--- src/rtl/qcm_pkg.sv ---
/*
 * Constants of the queue congestion monitor: register offsets,
 * field positions, reset values and timing counts.
 * Assumes a 10 MHz register clock and 32-bit AHB-Lite data.
 */
package qcm_pkg;

    // ------------------------------------------------------------
    // Widths
    // ------------------------------------------------------------
    localparam int unsigned LEVEL_W = 8;   // Queue occupancy width
    localparam int unsigned CNT_W   = 16;  // Counter and limit width
    localparam int unsigned ADDR_W  = 8;   // Decoded address bits

    // ------------------------------------------------------------
    // Register byte offsets
    // ------------------------------------------------------------
    localparam logic [7:0] OFS_EGR_CFG  = 8'h00; // egress_level_config
    localparam logic [7:0] OFS_EGR_BUSY = 8'h04; // egress_busy_tick_counter
    localparam logic [7:0] OFS_EGR_OVF  = 8'h08; // egress_overfill_status
    localparam logic [7:0] OFS_REORDER  = 8'h0c; // reorder_tracking
    localparam logic [7:0] OFS_ING_CFG  = 8'h10; // ingress_level_config
    localparam logic [7:0] OFS_ING_BUSY = 8'h14; // ingress_busy_tick_counter
    localparam logic [7:0] OFS_ING_OVF  = 8'h18; // ingress_overfill_status
    localparam logic [7:0] OFS_INT_STAT = 8'h1c; // Port interrupt status
    localparam logic [7:0] OFS_INT_MASK = 8'h20; // Port interrupt mask

    // ------------------------------------------------------------
    // Level config fields
    // ------------------------------------------------------------
    localparam int unsigned CFG_LEVEL_LSB = 0;   // queue_level_limit
    localparam int unsigned CFG_DRAIN_LSB = 8;   // drain_tick_interval
    localparam int unsigned CFG_BUSY_LSB  = 16;  // busy_tick_interval
    localparam int unsigned CFG_LONG_BIT  = 24;  // long_tick_select
    localparam int unsigned CFG_W         = 25;
    localparam logic [24:0] CFG_RST       = 25'h0000000;

    // ------------------------------------------------------------
    // Interrupt status and mask bits
    // ------------------------------------------------------------
    localparam int unsigned INT_EGR_BIT = 0;  // egress_overfill_flag
    localparam int unsigned INT_ING_BIT = 1;  // Ingress overfill flag
    localparam int unsigned INT_REO_BIT = 2;  // ingress_reorder_flag
    localparam int unsigned INT_W       = 3;
    localparam logic [2:0]  INT_RST     = 3'h0;
    localparam logic [15:0] LIMIT_RST   = 16'h0000;

    // ------------------------------------------------------------
    // Timing
    // ------------------------------------------------------------
    localparam int unsigned CLK_KHZ      = 10000; // hclk rate
    localparam int unsigned LONG_UNIT_NS = 1500;  // Long base unit
    localparam int unsigned LONG_UNIT_CYC_I = (LONG_UNIT_NS * CLK_KHZ) / 1000000;
    localparam logic [7:0]  LONG_UNIT_CYC =
        (LONG_UNIT_CYC_I < 1) ? 8'h01 : LONG_UNIT_CYC_I[7:0];

endpackage : qcm_pkg

--- src/rtl/qcm_queue_mon.sv ---
/*
 * One queue's overfill counter, drain tick timer and busy-tick
 * counter. Used once for the egress and once for the ingress queue.
 * Assumes configuration is held in registers of the parent.
 */
module qcm_queue_mon (
    // Clock and reset
    input  wire logic        hclk,
    input  wire logic        hresetn,
    input  wire logic        clk_en,
    // Queue side
    input  wire logic [7:0]  level,
    input  wire logic        pkt_done,
    // Configuration
    input  wire logic [7:0]  level_limit,
    input  wire logic [7:0]  drain_ivl,
    input  wire logic [7:0]  busy_ivl,
    input  wire logic        long_sel,
    input  wire logic [15:0] overfill_limit,
    input  wire logic [15:0] busy_limit,
    // Software actions
    input  wire logic        flag_clr,
    input  wire logic        busy_rd_clr,
    // Results
    output logic      [15:0] overfill_count,
    output logic      [31:0] busy_count,
    output logic             flag_set
);

    // ------------------------------------------------------------
    // Timers
    // ------------------------------------------------------------
    logic [7:0] unit_r;      // Long base unit prescaler
    logic [7:0] busy_tmr_r;  // Busy-tick interval timer
    logic [7:0] drain_tmr_r; // Drain interval timer
    logic       base_tick;   // One base unit elapsed
    logic       busy_tick;   // Busy-tick expiry
    logic       drain_tick;  // Drain tick
    logic       ovf_inc;     // Overfill increment event
    logic       ovf_dec;     // Overfill decrement event
    logic       busy_inc;    // Busy count increment event

    // Base unit is one cycle, or about 1.5 us in long mode
    always_comb base_tick = !long_sel || (unit_r == qcm_pkg::LONG_UNIT_CYC - 8'h01); // RULE_05
    always_comb busy_tick = base_tick && (busy_tmr_r >= busy_ivl);                   // RULE_02
    // A zero drain interval stops draining altogether
    always_comb drain_tick = (drain_ivl != 8'h00) && (drain_tmr_r >= drain_ivl);     // RULE_04

    // Prescaler
    always_ff @(posedge hclk or negedge hresetn) begin
        if (!hresetn) begin
            unit_r <= 8'h00;
        end else if (clk_en) begin
            unit_r <= base_tick ? 8'h00 : unit_r + 8'h01;
        end
    end

    // Busy-tick interval: busy_ivl + 1 base units
    always_ff @(posedge hclk or negedge hresetn) begin
        if (!hresetn) begin
            busy_tmr_r <= 8'h00;
        end else if (clk_en && base_tick) begin
            busy_tmr_r <= busy_tick ? 8'h00 : busy_tmr_r + 8'h01;
        end
    end

    // Drain interval: drain_ivl + 1 cycles
    always_ff @(posedge hclk or negedge hresetn) begin
        if (!hresetn) begin
            drain_tmr_r <= 8'h00;
        end else if (clk_en) begin
            drain_tmr_r <= drain_tick ? 8'h00 : drain_tmr_r + 8'h01;
        end
    end

    // ------------------------------------------------------------
    // Overfill counter
    // ------------------------------------------------------------
    // Compared only when a packet has fully landed in the buffer
    always_comb ovf_inc = pkt_done && (level > level_limit);                  // RULE_03
    always_comb ovf_dec = drain_tick && (overfill_count != 16'h0000);         // RULE_18

    always_ff @(posedge hclk or negedge hresetn) begin
        if (!hresetn) begin
            overfill_count <= 16'h0000;
        end else if (clk_en) begin
            if (flag_clr) begin
                overfill_count <= 16'h0000;                                   // RULE_10
            end else if (ovf_inc && !ovf_dec && overfill_count != 16'hffff) begin
                overfill_count <= overfill_count + 16'h0001;                  // RULE_03
            end else if (ovf_dec && !ovf_inc) begin
                overfill_count <= overfill_count - 16'h0001;                  // RULE_04
            end
        end
    end

    // ------------------------------------------------------------
    // Busy-tick counter
    // ------------------------------------------------------------
    always_comb busy_inc = busy_tick && (overfill_count != 16'h0000);         // RULE_02

    // A tick landing on the clearing cycle is kept as a count of one
    always_ff @(posedge hclk or negedge hresetn) begin
        if (!hresetn) begin
            busy_count <= 32'h00000000;
        end else if (clk_en) begin
            if (!long_sel) begin
                if (busy_rd_clr) begin
                    busy_count <= {31'h00000000, busy_inc};                   // RULE_07
                end else if (busy_inc && busy_count != 32'hffffffff) begin
                    busy_count <= busy_count + 32'h00000001;                  // RULE_06
                end
            end else begin
                if (flag_clr) begin
                    busy_count <= {31'h00000000, busy_inc};                   // RULE_08
                end else if (busy_inc && busy_count[15:0] != 16'hffff) begin
                    busy_count <= {16'h0000, busy_count[15:0] + 16'h0001};    // RULE_06
                end
            end
        end
    end

    // ------------------------------------------------------------
    // Flag condition, held as a level while true
    // ------------------------------------------------------------
    always_comb flag_set = (overfill_count > overfill_limit)                  // RULE_11
        || (long_sel && busy_limit != 16'h0000
            && busy_count[15:0] >= busy_limit);                               // RULE_09

endmodule : qcm_queue_mon

--- src/rtl/qcm_top.sv ---
/*
 * Per-port queue congestion monitor with an AHB-Lite register slave.
 * Holds egress and ingress monitors, the reorder counter, the port
 * interrupt status and mask, and the port-write request.
 * Assumes queue and fabric strobes are synchronous to hclk.
 */
// The AHB-Lite slave port and the placing of the registers were chosen for this implementation.
// Summary of operation
// RULE_01 - Port has separate egress and ingress monitor sets
// RULE_02 - Busy-tick expiry counts while overfill nonzero
// RULE_03 - Overfill counts on packet completion over limit
// RULE_04 - Drain tick decrements overfill count
// RULE_05 - Long select stretches busy base unit
// RULE_06 - Busy count saturates, never wraps
// RULE_07 - Short mode: 32-bit busy count, read clears
// RULE_08 - Long mode: 16-bit, cleared by flag write
// RULE_09 - Long mode busy count reaching limit sets flag
// RULE_10 - Writing egress flag one clears overfill count
// RULE_11 - Overfill count above limit sets flag
// RULE_12 - Fabric picking non-head packet counts reorder
// RULE_13 - Reorder count reaching limit sets reorder flag
// RULE_14 - Ingress registers mirror egress behaviour
// RULE_15 - Ingress and egress depth interrupt bits
// RULE_16 - Egress flag raises port-write request
// RULE_17 - Software polls counters for congestion trend
// RULE_18 - Overfill floors at zero; inc plus drain holds
module qcm_top (
    // Clock, reset, enable
    input  wire logic        hclk,
    input  wire logic        hresetn,
    input  wire logic        clk_en,
    // AHB-Lite slave
    input  wire logic        hsel,
    input  wire logic [31:0] haddr,
    input  wire logic [1:0]  htrans,
    input  wire logic        hwrite,
    input  wire logic [2:0]  hsize,
    input  wire logic [31:0] hwdata,
    input  wire logic        hready,
    output logic             hreadyout,
    output logic      [31:0] hrdata,
    output logic             hresp,
    // Egress queue
    input  wire logic [7:0]  egr_level,
    input  wire logic        egr_pkt_done,
    // Ingress queue
    input  wire logic [7:0]  ing_level,
    input  wire logic        ing_pkt_done,
    // Switch fabric selection
    input  wire logic        fabric_pick,
    input  wire logic        fabric_pick_not_head,
    // Notification
    output logic             irq,
    output logic             port_write_req
);

    // ------------------------------------------------------------
    // Register storage
    // ------------------------------------------------------------
    logic [24:0] egr_cfg_r;   // egress_level_config
    logic [24:0] ing_cfg_r;   // ingress_level_config
    logic [15:0] egr_blim_r;  // Egress busy_tick_limit
    logic [15:0] ing_blim_r;  // Ingress busy_tick_limit
    logic [15:0] egr_olim_r;  // Egress overfill_limit
    logic [15:0] ing_olim_r;  // Ingress overfill_limit
    logic [15:0] reo_lim_r;   // reorder_limit
    logic [15:0] reo_cnt_r;   // reorder_count
    logic [2:0]  int_stat_r;  // Sticky interrupt status
    logic [2:0]  int_mask_r;  // Interrupt enables
    logic [31:0] hrdata_r;    // Read data for the data phase
    logic        irq_r;       // Registered interrupt level
    logic        pw_r;        // Port-write request pulse

    // ------------------------------------------------------------
    // Bus phase tracking
    // ------------------------------------------------------------
    logic        dp_wr_r;     // Write data phase pending
    logic [7:0]  dp_addr_r;   // Address of that write
    logic        acc;         // Transfer taken this cycle
    logic        rd_acc;      // Read taken this cycle
    logic        wr_en;       // Write data present now
    logic [31:0] rd_mux;      // Read data selection

    // ------------------------------------------------------------
    // Monitor results and events
    // ------------------------------------------------------------
    logic [15:0] egr_ovf_cnt; // Egress overfill_count
    logic [15:0] ing_ovf_cnt; // Ingress overfill_count
    logic [31:0] egr_busy;    // Egress busy_tick_count
    logic [31:0] ing_busy;    // Ingress busy_tick_count
    logic        egr_set;     // Egress flag condition
    logic        ing_set;     // Ingress flag condition
    logic        reo_set;     // Reorder flag condition
    logic        reo_inc;     // Reorder event
    logic [2:0]  int_clr;     // Write-one-to-clear bits
    logic [2:0]  int_set;     // Hardware set bits
    logic        egr_rd_clr;  // Read of egress busy counter
    logic        ing_rd_clr;  // Read of ingress busy counter

    // ------------------------------------------------------------
    // AHB-Lite slave
    // ------------------------------------------------------------
    // Stalling while frozen keeps transfers from being dropped
    always_comb hreadyout = clk_en;
    // Every access is answered OKAY, unmapped ones included
    always_comb hresp     = 1'b0;
    always_comb hrdata    = hrdata_r;
    always_comb acc       = hsel && hready && htrans[1];
    always_comb rd_acc    = acc && !hwrite;
    always_comb wr_en     = dp_wr_r;

    // Address phase capture for writes
    always_ff @(posedge hclk or negedge hresetn) begin
        if (!hresetn) begin
            dp_wr_r   <= 1'b0;
            dp_addr_r <= 8'h00;
        end else if (clk_en) begin
            dp_wr_r   <= acc && hwrite;
            dp_addr_r <= haddr[7:0];
        end
    end

    // Read data selection, zero for unmapped words
    always_comb begin
        rd_mux = 32'h00000000;
        if (haddr[7:0] == qcm_pkg::OFS_EGR_CFG) begin
            rd_mux = {7'h00, egr_cfg_r};
        end else if (haddr[7:0] == qcm_pkg::OFS_EGR_BUSY) begin
            // Short mode shows the full 32-bit count
            rd_mux = egr_cfg_r[qcm_pkg::CFG_LONG_BIT] ?
                     {egr_blim_r, egr_busy[15:0]} : egr_busy;       // RULE_07
        end else if (haddr[7:0] == qcm_pkg::OFS_EGR_OVF) begin
            rd_mux = {egr_olim_r, egr_ovf_cnt};                     // RULE_17
        end else if (haddr[7:0] == qcm_pkg::OFS_REORDER) begin
            rd_mux = {reo_lim_r, reo_cnt_r};
        end else if (haddr[7:0] == qcm_pkg::OFS_ING_CFG) begin
            rd_mux = {7'h00, ing_cfg_r};
        end else if (haddr[7:0] == qcm_pkg::OFS_ING_BUSY) begin
            rd_mux = ing_cfg_r[qcm_pkg::CFG_LONG_BIT] ?
                     {ing_blim_r, ing_busy[15:0]} : ing_busy;       // RULE_14
        end else if (haddr[7:0] == qcm_pkg::OFS_ING_OVF) begin
            rd_mux = {ing_olim_r, ing_ovf_cnt};
        end else if (haddr[7:0] == qcm_pkg::OFS_INT_STAT) begin
            rd_mux = {29'h00000000, int_stat_r};
        end else if (haddr[7:0] == qcm_pkg::OFS_INT_MASK) begin
            rd_mux = {29'h00000000, int_mask_r};
        end
    end

    // Read data is latched in the address phase
    always_ff @(posedge hclk or negedge hresetn) begin
        if (!hresetn) begin
            hrdata_r <= 32'h00000000;
        end else if (clk_en && rd_acc) begin
            hrdata_r <= rd_mux;
        end
    end

    // Read-clear applies only in short mode, on the sampled read
    always_comb egr_rd_clr = rd_acc && haddr[7:0] == qcm_pkg::OFS_EGR_BUSY; // RULE_07
    always_comb ing_rd_clr = rd_acc && haddr[7:0] == qcm_pkg::OFS_ING_BUSY; // RULE_14

    // ------------------------------------------------------------
    // Configuration registers
    // ------------------------------------------------------------
    // Level configs; upper bits not stored read as zero
    always_ff @(posedge hclk or negedge hresetn) begin
        if (!hresetn) begin
            egr_cfg_r <= qcm_pkg::CFG_RST;
            ing_cfg_r <= qcm_pkg::CFG_RST;
        end else if (clk_en && wr_en) begin
            if (dp_addr_r == qcm_pkg::OFS_EGR_CFG) begin
                egr_cfg_r <= hwdata[24:0];
            end else if (dp_addr_r == qcm_pkg::OFS_ING_CFG) begin
                ing_cfg_r <= hwdata[24:0];                          // RULE_14
            end
        end
    end

    // Limits share the upper half of their counter registers
    always_ff @(posedge hclk or negedge hresetn) begin
        if (!hresetn) begin
            egr_blim_r <= qcm_pkg::LIMIT_RST;
            ing_blim_r <= qcm_pkg::LIMIT_RST;
            egr_olim_r <= qcm_pkg::LIMIT_RST;
            ing_olim_r <= qcm_pkg::LIMIT_RST;
            reo_lim_r  <= qcm_pkg::LIMIT_RST;
        end else if (clk_en && wr_en) begin
            if (dp_addr_r == qcm_pkg::OFS_EGR_BUSY) begin
                egr_blim_r <= hwdata[31:16];
            end else if (dp_addr_r == qcm_pkg::OFS_ING_BUSY) begin
                ing_blim_r <= hwdata[31:16];
            end else if (dp_addr_r == qcm_pkg::OFS_EGR_OVF) begin
                egr_olim_r <= hwdata[31:16];
            end else if (dp_addr_r == qcm_pkg::OFS_ING_OVF) begin
                ing_olim_r <= hwdata[31:16];
            end else if (dp_addr_r == qcm_pkg::OFS_REORDER) begin
                reo_lim_r  <= hwdata[31:16];
            end
        end
    end

    // Interrupt mask
    always_ff @(posedge hclk or negedge hresetn) begin
        if (!hresetn) begin
            int_mask_r <= qcm_pkg::INT_RST;
        end else if (clk_en && wr_en && dp_addr_r == qcm_pkg::OFS_INT_MASK) begin
            int_mask_r <= hwdata[2:0];
        end
    end

    // ------------------------------------------------------------
    // Queue monitors, one per direction
    // ------------------------------------------------------------
    always_comb int_clr = (wr_en && dp_addr_r == qcm_pkg::OFS_INT_STAT) ?
                          hwdata[2:0] : 3'h0;

    // Egress queue
    qcm_queue_mon u_egr (                                            // RULE_01
        .hclk           (hclk),
        .hresetn        (hresetn),
        .clk_en         (clk_en),
        .level          (egr_level),
        .pkt_done       (egr_pkt_done),
        .level_limit    (egr_cfg_r[qcm_pkg::CFG_LEVEL_LSB +: 8]),
        .drain_ivl      (egr_cfg_r[qcm_pkg::CFG_DRAIN_LSB +: 8]),
        .busy_ivl       (egr_cfg_r[qcm_pkg::CFG_BUSY_LSB +: 8]),
        .long_sel       (egr_cfg_r[qcm_pkg::CFG_LONG_BIT]),
        .overfill_limit (egr_olim_r),
        .busy_limit     (egr_blim_r),
        .flag_clr       (int_clr[qcm_pkg::INT_EGR_BIT]),
        .busy_rd_clr    (egr_rd_clr),
        .overfill_count (egr_ovf_cnt),
        .busy_count     (egr_busy),
        .flag_set       (egr_set)
    );

    // Ingress queue, same behaviour on ingress occupancy
    qcm_queue_mon u_ing (                                            // RULE_14
        .hclk           (hclk),
        .hresetn        (hresetn),
        .clk_en         (clk_en),
        .level          (ing_level),
        .pkt_done       (ing_pkt_done),
        .level_limit    (ing_cfg_r[qcm_pkg::CFG_LEVEL_LSB +: 8]),
        .drain_ivl      (ing_cfg_r[qcm_pkg::CFG_DRAIN_LSB +: 8]),
        .busy_ivl       (ing_cfg_r[qcm_pkg::CFG_BUSY_LSB +: 8]),
        .long_sel       (ing_cfg_r[qcm_pkg::CFG_LONG_BIT]),
        .overfill_limit (ing_olim_r),
        .busy_limit     (ing_blim_r),
        .flag_clr       (int_clr[qcm_pkg::INT_ING_BIT]),
        .busy_rd_clr    (ing_rd_clr),
        .overfill_count (ing_ovf_cnt),
        .busy_count     (ing_busy),
        .flag_set       (ing_set)
    );

    // ------------------------------------------------------------
    // Reorder tracking
    // ------------------------------------------------------------
    always_comb reo_inc = fabric_pick && fabric_pick_not_head;      // RULE_12
    always_comb reo_set = (reo_lim_r != 16'h0000) && (reo_cnt_r >= reo_lim_r); // RULE_13

    // Saturating; cleared with its status bit, an event then still counts
    always_ff @(posedge hclk or negedge hresetn) begin
        if (!hresetn) begin
            reo_cnt_r <= 16'h0000;
        end else if (clk_en) begin
            if (int_clr[qcm_pkg::INT_REO_BIT]) begin
                reo_cnt_r <= {15'h0000, reo_inc};
            end else if (reo_inc && reo_cnt_r != 16'hffff) begin
                reo_cnt_r <= reo_cnt_r + 16'h0001;                  // RULE_12
            end
        end
    end

    // ------------------------------------------------------------
    // Interrupt status, mask and output
    // ------------------------------------------------------------
    // A write-one clear also zeroes the count behind that condition,
    // so the stale condition must not re-set the bit on that edge
    always_comb int_set = {reo_set, ing_set, egr_set} & ~int_clr;   // RULE_15

    // Hardware sets hold the bit until software clears it
    always_ff @(posedge hclk or negedge hresetn) begin
        if (!hresetn) begin
            int_stat_r <= qcm_pkg::INT_RST;
        end else if (clk_en) begin
            int_stat_r <= (int_stat_r & ~int_clr) | int_set;        // RULE_15
        end
    end

    // Interrupt level lags status by one cycle
    always_ff @(posedge hclk or negedge hresetn) begin
        if (!hresetn) begin
            irq_r <= 1'b0;
        end else if (clk_en) begin
            irq_r <= |(int_stat_r & int_mask_r);
        end
    end
    always_comb irq = irq_r;

    // ------------------------------------------------------------
    // Port-write request
    // ------------------------------------------------------------
    // One pulse when the egress flag goes from clear to set
    always_ff @(posedge hclk or negedge hresetn) begin
        if (!hresetn) begin
            pw_r <= 1'b0;
        end else if (clk_en) begin
            pw_r <= egr_set && !int_stat_r[qcm_pkg::INT_EGR_BIT];    // RULE_16
        end
    end
    always_comb port_write_req = pw_r;

endmodule : qcm_top

--- config.mk ---
export PLATFORM = sky130hd
export DESIGN_NAME = qcm_top
export DESIGN_NICKNAME = d
export VERILOG_FILES = /design/src/rtl/qcm_pkg.sv /design/src/rtl/qcm_queue_mon.sv /design/src/rtl/qcm_top.sv
export SDC_FILE = /design/constraint.sdc
export NUM_CORES = 1
export LEC_CHECK = 0
export BUFFER_PORTS_ARGS = -buffer_cell sky130_fd_sc_hd__buf_2
export CORE_MARGIN = 2
export CORE_UTILIZATION = 50
export CTS_BUF_LIST = sky130_fd_sc_hd__clkbuf_4
export DETAILED_ROUTE_END_ITERATION = 7
export PLACE_DENSITY = 0.68
export SYNTH_ARGS = -nofsm -noshare
export SYNTH_HDL_FRONTEND = slang
export SYNTH_SLANG_ARGS = --single-unit
--- constraint.sdc ---
create_clock -name hclk -period 5.09 [get_ports hclk]
set_input_delay 0.509 -clock hclk [delete_from_list [all_inputs] [get_ports hclk]]
set_output_delay 0.509 -clock hclk [all_outputs]
set_load 0.03 [all_outputs]
### After elaboration in Yosys (flattened, before gate mapping)

Index checks and enable logic that the tools add are counted.

| word-level totals | value |
|---|---|
| word-level logic and storage cells | 203 |
| register bits after elaboration | 339 |
| bits of input ports | 95 |
| output and inout port bits | 36 |

| operators by class | value |
|---|---|
| reductions and logical operators | 79 |
| bitwise gates (word level) | 10 |
| eq/ne operators | 27 |
| mux-type cells | 36 |
| add/sub/neg operators | 15 |
| magnitude comparators | 11 |

Operators by type and width:

| kind | count |
|---|---|
| 2-to-1 mux 32 bit | 19 |
| 2-to-1 mux 16 bit | 8 |
| adder 16 x 1 -> 16 bit, second input constant | 5 |
| inequality test 16 bit, second input constant | 5 |
| nonzero test 16 bit | 5 |
| adder 32 x 1 -> 32 bit, second input constant | 2 |
| == test 8 x 5 -> 1 bit, second input constant | 8 |
| inequality test 32 bit, second input constant | 2 |
| adder 8 x 1 -> 8 bit, second input constant | 6 |
| == test 8 x 4 -> 1 bit, second input constant | 6 |
| >= comparator 16 bit | 3 |
| 2-to-1 mux 8 bit | 6 |
| logical AND 1 bit | 40 |
| >= comparator 8 bit | 4 |
| greater-than comparator 16 bit | 2 |
| subtractor 16 x 1 -> 16 bit, second input constant | 2 |
| == test 8 x 3 -> 1 bit, second input constant | 2 |
| == test 8 x 6 -> 1 bit, second input constant | 2 |
| greater-than comparator 8 bit | 2 |
| zero test 8 bit | 2 |
| nonzero test 8 bit | 2 |
| AND reduction 3 bit | 4 |
| nonzero test 3 bit | 4 |
| AND reduction 2 bit | 5 |
| other kinds (13) | 32 |

### Logic depth before layout (Yosys ltp)

| logic depth | value |
|---|---|
| depth after elaboration | 10 |
| mapped depth | 17 |
| depth with buffers taken out | 17 |

### Cells and area by module

A second synthesis with hierarchy kept.

| unflattened totals | value |
|---|---|
| cells, all modules | 2365 |
| area total of the unflattened synthesis | 22816.9 um2 |

By module, submodules not included:

| module | instances | area each (um2) | cells an instance |
|---|---|---|---|
| qcm_top | 1 | 10656.5 | 961 |
| qcm_queue_mon (u_egr) | 1 | 6164.7 | 708 |
| qcm_queue_mon (u_ing) | 1 | 5995.8 | 696 |

### Least setup slack after synthesis

No wires, ideal clock.

| timing path | value |
|---|---|
| kind | input -> register |
| start point | input egr_level[3] |
| end point | register u_egr.overfill_count[15] |
| stages | 16 |
| data arrival time | 4.305 ns |
| required time | 5.007 ns |
| slack | 0.702 ns |
| setup time | 0.083 ns |
| path through | ha_1 nand4_1 or3b_2 a21oi_1 nor2_1 nor3_1 inv_1 ha_1 a2111oi_0 o21ai_0 a31oi_1 nor3_1 o31ai_1 xnor2_1 or4_1 o21ai_0 |

| on the way | value |
|---|---|
| cells in the longest elaborated chain, start to end | 6 |

Ends and longest elaborated chain:

| element | line | source |
|---|---|---|
| start: declaration | qcm_top.sv:44 | `input wire logic [7:0] egr_level,` |
| greater-than comparator 8 bit (*) | qcm_queue_mon.sv:80 | `always_comb ovf_inc = pkt_done && (level > level_limit);` |
| logical AND 1 bit (*) | qcm_queue_mon.sv:80 |  |
| zero test 1 bit or logical AND 1 bit (tied branches) | qcm_queue_mon.sv:91, qcm_queue_mon.sv:89 |  |
| logical AND 1 bit, on equally long branches | qcm_queue_mon.sv:91, qcm_queue_mon.sv:89 |  |
| nonzero test 3 bit (no source line) or 2-to-1 mux 16 bit (tied branches) | n/a |  |
| AND reduction 2 bit (no source line) or 2-to-1 mux 16 bit (tied branches) | n/a |  |
| end signal: assignment | qcm_queue_mon.sv:90 | `overfill_count <= overfill_count + 16'h0001;` |
| end signal: assignment | qcm_queue_mon.sv:92 | `overfill_count <= overfill_count - 16'h0001;` |
| end: declaration | qcm_queue_mon.sv:25 | `output logic [15:0] overfill_count,` |

Every way passes the cells marked *; elsewhere a longest branch is shown, timed or not.
A chain may end at the register's enable or synchronous reset.

### Final worst setup path

| timing path | value |
|---|---|
| start point | register u_egr.overfill_count[6] |
| end point | register u_egr.overfill_count[15] |

| on the way | value |
|---|---|
| cells in the longest elaborated chain, start to end | 7 |

Ends and longest elaborated chain:

| element |
|---|
| branches (longest 7 deep; another with subtractor 16 x 1 -> 16 bit) |

Parallel ways; which one is timed is not known. The select of a mux whose other input is x is not followed.

==> run summary <==
==================================================================================
Part of the power in the clock network                                       37.3%
Startpoint types                                                              flop
Max VDD drop                                                                171 uV
Yosys top cell by area                                                sky130_fd_sc_hd__dfrtp_1
Worst hold-check slack                                                   0.0522 ns
Fillcell total                                                               3,754
Routed wire length per instance                                            22.3 um
Worst min-delay path category                                         input port to flop
Post-Synthesis Cells                                                         2,283
Final nets                                                                   2,730
Fraction of registers with async set or reset after synthesis                 100%
Tightest Pin Transition                                                    1.15 ns
Final Cell Area                                                       0.0241 sq mm
Maximum root-to-sink buffer count                                                3
Y dimension of the die                                                      211 um
Placer's final routability congestion estimate                               0.949
Initial core utilization                                                     50.8%
Setup WS pre-CTS                                                          0.285 ns
Final wirelength                                                         68,400 um
Antenna violations before repair                                                 2
Number of buffers added to fix hold violations after cts                        33
Final total negative setup slack                                              0 ns
TritonCTS sink count                                                           339
Setup repair after global routing missed its margin                          false
Largest net degree at the start of global routing                              139
Period minus WS final                                                      4.76 ns
Clock Pin Slew Worst Setup and Hold Paths                                  0.07 ns
Largest cells by area after synthesis                                 sky130_fd_sc_hd__dfrtp_1, sky130_fd_sc_hd__ha_1, sky130_fd_sc_hd__mux2_2
Category of the most critical setup path                              flop to flop
Netlist area before placement                                         0.0214 sq mm
Global routing usage summed across all routing layers                        30.9%
Final worst clock skew                                                   0.0774 ns
Estimated wirelength of the detail-placed design                         50,400 um
Area overhead of the layout relative to synthesis                            12.4%
Net switching fraction of the power                                          30.9%
Type of destination of the critical path                                      flop
Wire length of the first global-routing pass                            106,000 um
Setup slack of the critical path after layout                             0.330 ns
Leading cell types by count after synthesis                           sky130_fd_sc_hd__dfrtp_1, sky130_fd_sc_hd__nand2_1, sky130_fd_sc_hd__o21ai_0
Post-CTS setup buffer count                                                      0
Vias in the first global route                                              18,409
# DRC                                                                            0
Number of DRC violations after detailed-routing iteration 0                  2,264
Leak Pwr                                                                   11.3 nW
Number of levels in the clock H-tree                                             3
Synth Warn #                                                                     0
I/O pin count                                                                  131
Final Hold Violating Endpoints                                                   0
Critical Path AT                                                           5.49 ns
Pre-antenna DRT Iters                                                            8
Headroom to the max-slew limit                                               23.1%
Portion of the post-synthesis area used by sequential elements               39.6%
Portion of total power attributed to sequential cells                        46.0%
Share of final-layout standard cells stronger than drive strength 1          17.4%
Total via count after detailed routing                                      19,352
Placed standard-cell area                                             0.0226 sq mm
Post-Synthesis Net Count                                                     2,553
Pwr per Cell Area                                                      276 mW/mm^2
Number of buffers inserted during clock tree synthesis                          94
Leading cell type by number of instances after synthesis              sky130_fd_sc_hd__dfrtp_1
ANT nets after route                                                             0
Area of the die                                                       0.0445 sq mm
Flops & latches, synth                                                         339
Critical-path maximum fanout                                                    17
Filler-free cell count of the finished design                                3,066
Number of enable-type register cells in the synthesized netlist                  0
Post-placement cell count                                                    2,870
Cell variety after synth                                                        73
Area occupied by multi-input gates                                    0.0120 sq mm
Synth Area per Inst                                                     9.38 sq um
Die X                                                                       211 um
Predominant post-synthesis flop cell                                  sky130_fd_sc_hd__dfrtp_1
Worst skew pair latency                                                    0.87 ns
Part of the cycle the worst path needs                                       93.5%
Vias per inst                                                                 6.31
Number of rows in the core area                                                 75
Power Internal                                                           0.00460 W
TritonCTS clock tree                                                         built
Max-cap check violation count                                                    0
Share of power burned in combinational logic                                 16.7%
Standard cell core area                                               0.0421 sq mm
Status                                                                   completed
Sw power                                                                 0.00205 W
Remaining global-route overflow                                                  0
Max-slew violation count                                                         0
Total area of sequential cells                                        0.00848 sq mm
Top cell type's share of synthesized area                                    39.6%
Port Buf Inserts                                                               101
Data required time of the critical path                                    5.82 ns
PostCTS Resize Cnt                                                               0
Final setup fails                                                                0
CTS Root Buffer Type                                                  sky130_fd_sc_hd__clkbuf_4
Maximum achievable frequency                                             0.210 GHz
==================================================================================
[cells in the final DEF (no fill, tap or decap), types with 47 or more instances in the layout]
cell type / Yosys / layout
sky130_fd_sc_hd__a21o_1: 56 / 56
sky130_fd_sc_hd__o31ai_1: 48 / 48
sky130_fd_sc_hd__nand3_1: 68 / 68
sky130_fd_sc_hd__o21ai_0: 177 / 177
sky130_fd_sc_hd__buf_2: 10 / 100
sky130_fd_sc_hd__nand4_1: 56 / 56
sky130_fd_sc_hd__ha_1: 173 / 173
sky130_fd_sc_hd__nor4_1: 47 / 47
sky130_fd_sc_hd__dfrtp_1: 339 / 339
sky130_fd_sc_hd__mux2_2: 128 / 128
sky130_fd_sc_hd__nor2_1: 108 / 108
sky130_fd_sc_hd__a21oi_1: 112 / 110
sky130_fd_sc_hd__clkbuf_4: 0 / 136
sky130_fd_sc_hd__nand2_1: 233 / 232
sky130_fd_sc_hd__inv_1: 155 / 155
[critical path, cell delays in order (launching register included)]
cell,delay (ns)
sky130_fd_sc_hd__dfrtp_1,0.49
sky130_fd_sc_hd__nor4_1,0.39
sky130_fd_sc_hd__nand4_1,0.50
sky130_fd_sc_hd__nand2_1,0.19
sky130_fd_sc_hd__a21oi_1,0.09
sky130_fd_sc_hd__nor3_1,0.27
sky130_fd_sc_hd__inv_1,0.34
sky130_fd_sc_hd__ha_1,0.47
sky130_fd_sc_hd__a2111oi_0,0.38
sky130_fd_sc_hd__o21ai_0,0.27
sky130_fd_sc_hd__a31oi_1,0.29
sky130_fd_sc_hd__nor3_1,0.11
sky130_fd_sc_hd__o31ai_1,0.30
sky130_fd_sc_hd__xnor2_1,0.11
sky130_fd_sc_hd__or4_1,0.39
sky130_fd_sc_hd__o21ai_0,0.08
[logic make-up (layout without fill, tap and decap cells)]
| family | Yosys count | in the layout | share of synthesized area (%) |
|---|---|---|---|
| AOI/OAI and AO/OA | 585 | 585 | 18.0 |
| xor gates and xnor gates | 54 | 54 | 2.21 |
| adders and majority gates | 175 | 175 | 10.3 |
| buffers and inverters | 250 | 490 | 4.53 |
| DFF | 339 | 339 | 39.6 |
| muxes | 164 | 164 | 8.42 |
| other | 1 | 5 | 0.0175 |
| and+or+nand+nor | 715 | 715 | 16.9 |
[per-stage QoR]
step	utilization (%)	power (W)
global placement	53.6	0.00412
CTS	57.1	0.00667
detailed placement	53.6	0.00417
global route	57.1	0.00698
finish	57.1	0.00665
floorplan	-	0.00379
[worst paths after layout]
path	end	slack [ns]	depth (start not counted)	from
hold reg to reg	hrdata[14]$_DFFE_PN0P_	0.47	2	hrdata[14]$_DFFE_PN0P_
setup / recovery	u_egr.overfill_count[15]$_DFFE_PN0P_	0.33	15	u_egr.overfill_count[6]$_DFFE_PN0P_
min in group asynchronous	u_ing.overfill_count[10]$_DFFE_PN0P_	0.27	2	hresetn
max in group asynchronous	hrdata[14]$_DFFE_PN0P_	3.51	3	hresetn
hold / removal	ing_cfg_r[22]$_DFFE_PN0P_	0.05	3	hwdata[22]
setup reg to reg	u_egr.overfill_count[15]$_DFFE_PN0P_	0.33	15	u_egr.overfill_count[6]$_DFFE_PN0P_
[routing by layer]
layer | vias up | GRT usage [%] | wire (um)
met4 | 0 | 12.8 | 2780
met2 | 999 | 46.8 | 29900
li1 | 8815 | - | -
met3 | 175 | 7.06 | 6800
met1 | 9363 | 42.8 | 28900
met5 | - | 0 | 0
[flip-flops by register name, indices dropped and copies added (netlist names), 8 cells and up]
register and cells:
dp_addr_r 8, egr_blim_r 16, egr_cfg_r 25, egr_olim_r 16
hrdata 32, ing_blim_r 16, ing_cfg_r 25, ing_olim_r 16
reo_cnt_r 16, reo_lim_r 16, u_egr.busy_count 32, u_egr.busy_tmr_r 8
u_egr.drain_tmr_r 8, u_egr.overfill_count 16, u_egr.unit_r 8, u_ing.busy_count 32
u_ing.busy_tmr_r 8, u_ing.drain_tmr_r 8, u_ing.overfill_count 16, u_ing.unit_r 8
[cell type report]
class | count | area share, %
flip-flops and latches | 339 | 35.3
clock inverters | 23 | 0.531
well taps | 539 | 2.80
clock buffers | 136 | 4.24
inverters | 155 | 2.42
repair buffers | 176 | 4.93
multi-input cells | 1694 | 49.8
diodes | 4 | 0.0416
[power by group through the flow]
stage	Combinational, W	Sequential [W]	Clock, W
detailed placement	0.00107	0.00310	0
floorplan	0.000763	0.00303	0
CTS	0.00110	0.00305	0.00252
finish	0.00111	0.00306	0.00248
global route	0.00124	0.00307	0.00267
global placement	0.00104	0.00309	0
(Power assumes the default switching activity.)
